[src/design/sysinit_defs.svh]
// Constants for the startup configuration and memory map block.
// Summary of operation
// Each reset sequence copies the nonvolatile configuration byte into working latches.
// Programming the nonvolatile byte changes nothing until the next reset sequence.
// Writes to the configuration location program the cell; reads return latches.
// Security-off reads 1 without the security option; else 0 enables security.
// Watchdog-off at 1 disables the watchdog, at 0 leaves it enabled.
// ROM-enable latch at 0 removes ROM; its range goes to the external bus.
// Single-chip mode always maps internal ROM, whatever the ROM-enable bit holds.
// EEPROM-enable latch at 0 removes EEPROM to external bus; at 1 maps it.
// Page-field variant places 2048-byte EEPROM at page x800 to xFFF.
// Bootstrap and test keep watchdog-off across reset; test register bit governs watchdog.
// Normal modes: mapping register takes one write, only in first 64 cycles.
// RAM position field gives RAM's top address digit; reset selects page 0.
// Register-block field gives the 64-byte block's top digit; reset selects page 1.
// Time-protected option bits accept a single write after reset, then read-only.
// Normal modes limit that write to 64 cycles; special modes write anytime.
// Special-mode flag set makes protected registers freely writable at any time.
// A relocation takes effect on the access following the write.
`ifndef SYSINIT_DEFS_SVH
`define SYSINIT_DEFS_SVH

// Register indices; the byte address on the bus is four times the index.
`define IDX_OPTION       16'h1039
`define IDX_MAP_POSITION 16'h103D
`define IDX_TEST_CTRL    16'h103E
`define IDX_CONFIG       16'h103F
`define IDX_STATUS       16'h1030

// Configuration byte field positions.
`define CFG_EE_PAGE_HI   7
`define CFG_EE_PAGE_LO   4
`define CFG_SEC_OFF      3
`define CFG_WDOG_OFF     2
`define CFG_ROM_EN       1
`define CFG_EE_EN        0

// Reset values.
`define RST_OPTION       8'h10
`define RST_RAM_PAGE     4'h0
`define RST_REG_PAGE     4'h1
`define RST_CONFIG       8'h00

// Once-only window after a reset sequence, in E-clock cycles.
`define WINDOW_CYCLES    7'd64

// Edges after reset release before the mode filter holds the pin levels.
`define SETTLE_CYCLES    3'd4

// Size of the register block and offset of the paged EEPROM within its page.
`define REG_BLOCK_BYTES  12'h040
`define EE_PAGE_OFFSET   12'h800

`endif

[src/design/sysinit_pkg.sv]
// Types shared by the startup configuration and memory map block.
`default_nettype none
package sysinit_pkg;

	// Working latches of the configuration byte.
	typedef struct packed {
		logic [3:0] eeprom_page_select;
		logic       security_off;
		logic       watchdog_off;
		logic       rom_map_enable;
		logic       eeprom_map_enable;
	} config_s;

	// System options register layout, bit 2 unimplemented.
	typedef struct packed {
		logic       adc_power_up;
		logic       alt_clock_select;
		logic       irq_edge_only;
		logic       stop_wake_delay;
		logic       clock_monitor_enable;
		logic       unused_zero;
		logic [1:0] watchdog_rate;
	} option_s;

	// Registered memory-map selects for one CPU access.
	typedef struct packed {
		logic regs;
		logic ram;
		logic eeprom;
		logic rom;
		logic external;
	} map_sel_s;

	// Reset sequencer states.
	typedef enum logic [1:0] {
		ST_LOAD = 2'b01,
		ST_RUN  = 2'b10
	} seq_state_e;

endpackage
`default_nettype wire

[src/design/sysinit_cfg.sv]
// Startup configuration latches, protected mapping registers and memory-map decode.
//
// Local design decision: register access over APB.
`include "sysinit_defs.svh"
`default_nettype none
module sysinit_cfg #(
	parameter bit          HAS_SECURITY  = 1'b1,
	parameter bit          HAS_EE_PAGE   = 1'b0,
	parameter logic [15:0] RAM_BYTES     = 16'h0200,
	parameter logic [3:0]  ROM_PAGE      = 4'hD,
	parameter logic [15:0] EE_BASE       = 16'hB600,
	parameter logic [15:0] EE_BYTES      = 16'h0200
) (
	input  wire logic                ref_clk,
	input  wire logic                arst_n,
	input  wire logic                sys_reset_req,
	input  wire logic                mode_b_pin,
	input  wire logic                mode_a_pin,
	input  wire logic [7:0]          nv_config_cell,
	output logic                     nv_prog_strobe,
	output logic [7:0]               nv_prog_data,
	input  wire logic                psel,
	input  wire logic                penable,
	input  wire logic                pwrite,
	input  wire logic [15:0]         paddr,
	input  wire logic [31:0]         pwdata,
	output logic                     pready,
	output logic [31:0]              prdata,
	output logic                     pslverr,
	input  wire logic                cpu_req,
	input  wire logic [15:0]         cpu_addr,
	output sysinit_pkg::map_sel_s    map_sel,
	output sysinit_pkg::config_s     config_latch,
	output sysinit_pkg::option_s     option_bits,
	output logic [3:0]               ram_page,
	output logic [3:0]               reg_page,
	output logic                     special_mode,
	output logic                     security_enabled,
	output logic                     watchdog_disable
);
	import sysinit_pkg::*;

	localparam logic [15:0] ADDR_OPTION  = 16'(`IDX_OPTION * 4);
	localparam logic [15:0] ADDR_MAP_POS = 16'(`IDX_MAP_POSITION * 4);
	localparam logic [15:0] ADDR_TEST    = 16'(`IDX_TEST_CTRL * 4);
	localparam logic [15:0] ADDR_CONFIG  = 16'(`IDX_CONFIG * 4);
	localparam logic [15:0] ADDR_STATUS  = 16'(`IDX_STATUS * 4);

	// All state of the block.
	typedef struct packed {
		seq_state_e  seq;
		logic [2:0]  mode_b_sync;
		logic [2:0]  mode_a_sync;
		logic        mode_b_filt;
		logic        mode_a_filt;
		logic        special_mode_flag;
		logic        mda;
		config_s     cfg;
		option_s     opt;
		logic [3:0]  ram_pg;
		logic [3:0]  reg_pg;
		logic        test_wdog_block;
		logic [6:0]  window_cnt;
		logic [2:0]  settle_cnt;
		logic        map_written;
		logic        opt_written;
		logic        nv_strobe;
		logic [7:0]  nv_data;
		logic        ready;
		logic [31:0] rdata;
		logic        slverr;
		map_sel_s    sel;
		logic        sec_en;
		logic        wdog_dis;
	} state_s;

	state_s state_q;
	state_s state_d;

	logic       access;
	logic       commit;
	logic       window_open;
	logic       map_wr_ok;
	logic       opt_wr_ok;
	logic       mapped;
	logic [7:0] cfg_read;
	logic [7:0] rd_byte;
	logic       rom_on;
	logic [15:0] ee_lo;
	logic [15:0] ee_hi;

	// Read view of the latches; unbuilt options show their fixed values.
	always_comb
	begin
		cfg_read = state_q.cfg;
		if (!HAS_EE_PAGE)
		begin
			cfg_read[`CFG_EE_PAGE_HI:`CFG_EE_PAGE_LO] = 4'h0;
		end
		if (!HAS_SECURITY)
		begin
			cfg_read[`CFG_SEC_OFF] = 1'b1;
		end
	end

	// Write qualifiers for the protected registers.
	always_comb
	begin
		access      = psel && penable;
		commit      = access && state_q.ready && state_q.seq == ST_RUN;
		window_open = state_q.window_cnt < `WINDOW_CYCLES;
		map_wr_ok   = state_q.special_mode_flag || (window_open && !state_q.map_written);
		opt_wr_ok   = state_q.special_mode_flag || (window_open && !state_q.opt_written);
	end

	// Register read mux and decode of the bus address.
	always_comb
	begin
		mapped  = 1'b1;
		rd_byte = 8'h00;
		if (paddr == ADDR_OPTION)
		begin
			rd_byte = state_q.opt;
		end
		else if (paddr == ADDR_MAP_POS)
		begin
			rd_byte = {state_q.ram_pg, state_q.reg_pg};
		end
		else if (paddr == ADDR_TEST)
		begin
			rd_byte = {7'h00, state_q.test_wdog_block};
		end
		else if (paddr == ADDR_CONFIG)
		begin
			rd_byte = cfg_read;
		end
		else if (paddr == ADDR_STATUS)
		begin
			rd_byte = {3'h0, state_q.opt_written, state_q.map_written,
				window_open, state_q.special_mode_flag, state_q.mda};
		end
		else
		begin
			mapped = 1'b0;
		end
	end

	// Effective memory-map controls used by the decoder.
	always_comb
	begin
		rom_on = state_q.cfg.rom_map_enable || (!state_q.special_mode_flag && !state_q.mda);
		if (HAS_EE_PAGE)
		begin
			ee_lo = {state_q.cfg.eeprom_page_select, `EE_PAGE_OFFSET};
			ee_hi = {state_q.cfg.eeprom_page_select, 12'hFFF};
		end
		else
		begin
			ee_lo = EE_BASE;
			ee_hi = 16'(EE_BASE + EE_BYTES - 16'h0001);
		end
	end

	// Next-state logic for the whole block.
	always_comb
	begin
		state_d = state_q;

		// Mode pins: three flops, a change counts once the last two agree.
		state_d.mode_b_sync = {state_q.mode_b_sync[1:0], mode_b_pin};
		state_d.mode_a_sync = {state_q.mode_a_sync[1:0], mode_a_pin};
		if (state_q.mode_b_sync[1] == state_q.mode_b_sync[2])
		begin
			state_d.mode_b_filt = state_q.mode_b_sync[2];
		end
		if (state_q.mode_a_sync[1] == state_q.mode_a_sync[2])
		begin
			state_d.mode_a_filt = state_q.mode_a_sync[2];
		end

		state_d.nv_strobe = 1'b0;

		case (state_q.seq)
			ST_LOAD:
			begin
				// The hard reset loads fixed values into the filter flops, so the first load waits
				// until they hold the pins; later loads find the counter saturated.
				if (state_q.settle_cnt < `SETTLE_CYCLES)
				begin
					state_d.settle_cnt = 3'(state_q.settle_cnt + 3'd1);
				end
				else
				begin
					// The reset sequence latches mode and configuration in one cycle.
					state_d.special_mode_flag = !state_q.mode_b_filt;
					state_d.mda  = state_q.mode_a_filt;
					state_d.cfg  = nv_config_cell;
					if (!state_q.mode_b_filt)
					begin
						state_d.cfg.watchdog_off = state_q.cfg.watchdog_off;
					end
					state_d.opt             = `RST_OPTION;
					state_d.ram_pg          = `RST_RAM_PAGE;
					state_d.reg_pg          = `RST_REG_PAGE;
					state_d.test_wdog_block = 1'b0;
					state_d.window_cnt      = 7'd0;
					state_d.map_written     = 1'b0;
					state_d.opt_written     = 1'b0;
					state_d.seq             = ST_RUN;
				end
			end
			ST_RUN:
			begin
				// The window counter saturates so it stays closed until the next reset sequence.
				if (window_open)
				begin
					state_d.window_cnt = 7'(state_q.window_cnt + 7'd1);
				end
				if (sys_reset_req)
				begin
					state_d.seq = ST_LOAD;
				end
			end
			default:
			begin
				state_d.seq = ST_LOAD;
			end
		endcase

		// APB slave: one wait state, answer registered at the first access edge.
		if (access && !state_q.ready)
		begin
			state_d.ready  = 1'b1;
			state_d.slverr = !mapped;
			state_d.rdata  = {24'h00_0000, rd_byte};
		end
		else
		begin
			state_d.ready  = 1'b0;
			state_d.slverr = 1'b0;
		end

		// Writes take effect at the edge where pready is sampled high.
		if (commit && pwrite && mapped)
		begin
			if (paddr == ADDR_OPTION)
			begin
				state_d.opt.adc_power_up         = pwdata[7];
				state_d.opt.alt_clock_select     = pwdata[6];
				state_d.opt.clock_monitor_enable = pwdata[3];
				if (opt_wr_ok)
				begin
					state_d.opt.irq_edge_only   = pwdata[5];
					state_d.opt.stop_wake_delay = pwdata[4];
					state_d.opt.watchdog_rate   = pwdata[1:0];
					state_d.opt_written         = 1'b1;
				end
			end
			else if (paddr == ADDR_MAP_POS)
			begin
				if (map_wr_ok)
				begin
					state_d.ram_pg      = pwdata[7:4];
					state_d.reg_pg      = pwdata[3:0];
					state_d.map_written = 1'b1;
				end
			end
			else if (paddr == ADDR_TEST)
			begin
				if (state_q.special_mode_flag)
				begin
					state_d.test_wdog_block = pwdata[0];
				end
			end
			else if (paddr == ADDR_CONFIG)
			begin
				// The write goes to the cell only; latches wait for a reset sequence.
				state_d.nv_strobe = 1'b1;
				state_d.nv_data   = pwdata[7:0];
			end
		end

		// Derived controls, registered so every output comes from a flop.
		state_d.sec_en   = HAS_SECURITY && !state_d.cfg.security_off;
		if (state_d.special_mode_flag)
		begin
			state_d.wdog_dis = state_d.test_wdog_block;
		end
		else
		begin
			state_d.wdog_dis = state_d.cfg.watchdog_off;
		end

		// Memory-map decode; the register block wins over RAM, RAM over EEPROM and ROM.
		state_d.sel = '0;
		if (cpu_req)
		begin
			if (cpu_addr[15:12] == state_q.reg_pg
				&& cpu_addr[11:0] < `REG_BLOCK_BYTES)
			begin
				state_d.sel.regs = 1'b1;
			end
			else if (cpu_addr[15:12] == state_q.ram_pg
				&& {4'h0, cpu_addr[11:0]} < RAM_BYTES)
			begin
				state_d.sel.ram = 1'b1;
			end
			else if (state_q.cfg.eeprom_map_enable
				&& cpu_addr >= ee_lo && cpu_addr <= ee_hi)
			begin
				state_d.sel.eeprom = 1'b1;
			end
			else if (rom_on && cpu_addr[15:12] >= ROM_PAGE)
			begin
				state_d.sel.rom = 1'b1;
			end
			else
			begin
				state_d.sel.external = 1'b1;
			end
		end
	end

	// One register bank for the whole state; async reset loads constants only.
	always_ff @(posedge ref_clk or negedge arst_n)
	begin
		if (!arst_n)
		begin
			state_q             <= '0;
			state_q.seq         <= ST_LOAD;
			state_q.cfg         <= `RST_CONFIG;
			state_q.opt         <= `RST_OPTION;
			state_q.ram_pg      <= `RST_RAM_PAGE;
			state_q.reg_pg      <= `RST_REG_PAGE;
			state_q.mode_b_filt <= 1'b1;
		end
		else
		begin
			state_q <= state_d;
		end
	end

	// Outputs straight from the state flops.
	assign nv_prog_strobe   = state_q.nv_strobe;
	assign nv_prog_data     = state_q.nv_data;
	assign pready           = state_q.ready;
	assign prdata           = state_q.rdata;
	assign pslverr          = state_q.slverr;
	assign map_sel          = state_q.sel;
	assign config_latch     = state_q.cfg;
	assign option_bits      = state_q.opt;
	assign ram_page         = state_q.ram_pg;
	assign reg_page         = state_q.reg_pg;
	assign special_mode     = state_q.special_mode_flag;
	assign security_enabled = state_q.sec_en;
	assign watchdog_disable = state_q.wdog_dis;

endmodule
`default_nettype wire

[config.mk]
export PLATFORM = sky130hd
export DESIGN_NAME = sysinit_cfg
export DESIGN_NICKNAME = d
export VERILOG_FILES = /design/src/design/sysinit_pkg.sv /design/src/design/sysinit_cfg.sv
export VERILOG_INCLUDE_DIRS = /design/src /design/src/design
export SDC_FILE = /design/constraint.sdc
export NUM_CORES = 1
export LEC_CHECK = 0
export BUFFER_PORTS_ARGS = -buffer_cell sky130_fd_sc_hd__buf_2
export CAP_MARGIN = 30
export CORE_ASPECT_RATIO = 1.25
export CORE_UTILIZATION = 31
export DETAILED_ROUTE_END_ITERATION = 6
export GPL_TIMING_DRIVEN = 0
export PLACE_DENSITY = 0.61
export SYNTH_ARGS = -nofsm -noshare
export SYNTH_HDL_FRONTEND = slang
export SYNTH_SLANG_ARGS = --single-unit
[constraint.sdc]
create_clock -name ref_clk -period 1.9 [get_ports ref_clk]
set_input_delay 0.38 -clock ref_clk [delete_from_list [all_inputs] [get_ports ref_clk]]
set_output_delay 0.38 -clock ref_clk [all_outputs]
set_load 0.02 [all_outputs]
==> impl_metrics.tcl <==
set metrics [dict create \
    outcome "finished with violations" \
    violations "negative hold slack, negative setup slack" \
    reg2reg_depth 5 \
    synth.distinct_cells 50 \
    htreeDepth 3 \
    crit_start "paddr[13]" \
    num_vias 2948 \
    synth_top_cells_by_area "dfrtp_1 47%, buf_4 14%, nand2_1 6.1%" \
    num_rows 44 \
    final_cell_mix "98 x buf_2, 71 x buf_4, 70 x dfrtp_1" \
    synthArstFlopShare 1.00 \
    cp-end-kind "register" \
    cts_tree "yes" \
    start_util 0.320 \
    finalWorstSetupSlack_ns -0.181 \
    maxSlewViolCount 0 \
    fin_cells 676 \
    cts.sinks 74 \
    area_growth_pct 35.3 \
    tns_ns -2.92 \
    cts.hold.buffers_added 0 \
    gr-total-overflow 0 \
    coreArea_um2 11700 \
    r2r_slack_ns -0.02 \
    ir_drop_v 0.000493 \
    hold_viol_final 1 \
    relSlewSlack 0.549 \
    io_buffers 100 \
    critPathKind "input port to register" \
    cap_violations 0 \
    fp.dieW_um 100 \
    power_density_nw_per_um2 1030 \
    wirelength_um 9200 \
    clock_latency_ns 0.34 \
    synth_area_leader_cell "dfrtp_1" \
    wl_per_cell_um 13.6 \
    gp_congestion 0.789 \
    hold_ws_ns -0.00151 \
    grt_pass1_vias 2912 \
    cp.arrival_ns 2.31 \
    period_share 1.10 \
    worst_pin_slew_ns 0.676 \
    drt_iter0_markers 141 \
    syn_area_per_cell_um2 10.2 \
    setup_viol 29 \
    dpl.cell_count 654 \
    startpoint_type "input port" \
    antennaDiodeCount 0 \
    dpl.hpwl_um 6900 \
    syn_inst 368 \
    synth_edf_count 0 \
    rsz0062_at_grt "yes" \
    fin_crit_ns 2.08 \
    antenna_found_initial 0 \
    drc 0 \
    ys.flop_type "dfrtp_1" \
    skew_ns 0.0106 \
    dieArea_um2 12600 \
    dr.pass1.iters 4 \
    min_path_type "input port to async pin" \
    via_per_inst 4.36 \
    cellLeakagePower_nw 2.65 \
    clk_pin_slew_ns 0.06 \
    ys_ff_latch 74 \
    grt_max_degree 41 \
    grt_pass1_wl_um 14700 \
    grtUsageTotal 0.155 \
    synth_top_area_share 0.466 \
    num-fill-cells 1154 \
    synthesis.area_um2 3760 \
    yosys_warnings 0 \
    synth-seq-area-share 0.494 \
    clockBufferDepth 2 \
    final_common_cell "buf_2" \
    clock-root-buffer "clkbuf_16" \
    max_freq_mhz 480 \
    rr_endpoint "nv_prog_data[3]" \
    drive_above_1_share 0.452 \
    reg2reg_from "state_q[97]" \
    crit_path_max_fanout 9 \
    pin_count 156 \
    endpoint "nv_prog_data[3]" \
    p_total_mw 5.24 \
    die_h_um 125 \
    nNetsFinal 593 \
    cts_made_buffers 9 \
    cp.required_ns 2.13 \
    ant_nets 0 \
]
==> Yosys cell counts, types with 2 or more instances <==
| cell | instances |
|---|---|
| nand2b_1 | 3 |
| mux2_1 | 3 |
| buf_4 | 69 |
| a221o_1 | 2 |
| or4_1 | 3 |
| xnor2_1 | 7 |
| nor4_1 | 2 |
| clkbuf_1 | 6 |
| and3_1 | 2 |
| a21oi_1 | 6 |
| a22o_1 | 3 |
| nand4_1 | 6 |
| mux2i_1 | 9 |
| nor3_1 | 7 |
| dfstp_2 | 4 |
| maj3_1 | 2 |
| nand2_1 | 61 |
| ha_1 | 2 |
| dfrtp_1 | 70 |
| nor2_1 | 20 |
| nor4_4 | 2 |
| a21o_1 | 2 |
| xor2_1 | 6 |
| nand4b_1 | 4 |
| mux2_2 | 9 |
| o21ai_0 | 23 |
| or4_4 | 2 |
| inv_1 | 10 |
| or3_1 | 2 |
==> registers in the layout, summed over array words and instances (netlist names) <==
name	count
nv_prog_data	8
state_q	20
prdata	8
config_latch	8
state_d	4
pready	1
security_enabled	1
special_mode	1
reg_page	4
nv_prog_strobe	1
option_bits	7
pslverr	1
map_sel	5
ram_page	4
watchdog_disable	1
==> worst max-delay path, cell delays in order <==
cell	delay, ns
buf_6	0.09
or4b_4	0.54
or4_4	0.58
nor3_4	0.22
buf_12	0.17
mux2_2	0.33
==> area by class of cell <==
type	count	area (um^2)	area share
clock buffer	11	243	0.0478
timing repair buffer	107	602	0.118
inverter	10	37.5	0.00739
sequential	74	1860	0.365
multi-input combinational	232	1490	0.292
buffer	76	553	0.109
clock inverter	5	103	0.0202
tap	161	201	0.0396
==> kinds of logic after synthesis <==
kind of cell / share of synthesized area
XOR/XNOR: 0.0303
adder cells (fa/ha/maj): 0.0120
AND/OR/NAND/NOR: 0.171
multiplexers: 0.0600
AO/OA/AOI/OAI: 0.0760
flip-flops: 0.494
other: 0.000998
buffers and inverters: 0.155
==> layer usage <==
metal / track usage / vias up / part of all wire
li1: - / 1442 / -
met1: 0.182 / 1414 / 0.42
met2: 0.263 / 74 / 0.51
met3: 0.0347 / 18 / 0.043
met4: 0.0776 / 0 / 0.032
met5: 0 / - / 0
==> through the flow <==
stage / util / worst slack (ns) / cell area (um^2)
2_1_floorplan: - / -0.388 / 3860
3_3_place_gp: 0.389 / -0.731 / 4570
3_5_place_dp: 0.391 / -0.733 / 4590
4_1_cts: 0.432 / -0.180 / 5070
5_1_grt: 0.433 / -0.217 / 5080
6_report: 0.433 / -0.181 / 5080
==> what timing repair did <==
action	in CTS	in global routing
hold endpoints to repair	0	0
gates resized for setup	31	4
endpoints found under the setup margin	30	29
buffers inserted	5	0
pin swaps	17	4
gates cloned	1	0
==> how the worst min path moves through the flow <==
stage / startpoint / end / cells past startpoint
5_1_grt: arst_n / config_latch[6] / 1
4_1_cts: arst_n / nv_prog_data[1] / 1
3_3_place_gp: state_d[92] / state_d[93] / 0
6_report: arst_n / nv_prog_data[1] / 1
2_1_floorplan: arst_n / config_latch[0] / 0
3_5_place_dp: state_d[92] / state_d[93] / 0
==> power by group <==
part	leakage (nW)	switching (mW)	internal [mW]
Clock	0.166	0.640	1.32
Combinational	1.52	0.803	0.515
Sequential	0.964	0.168	1.80
(Power assumes the default switching activity.)
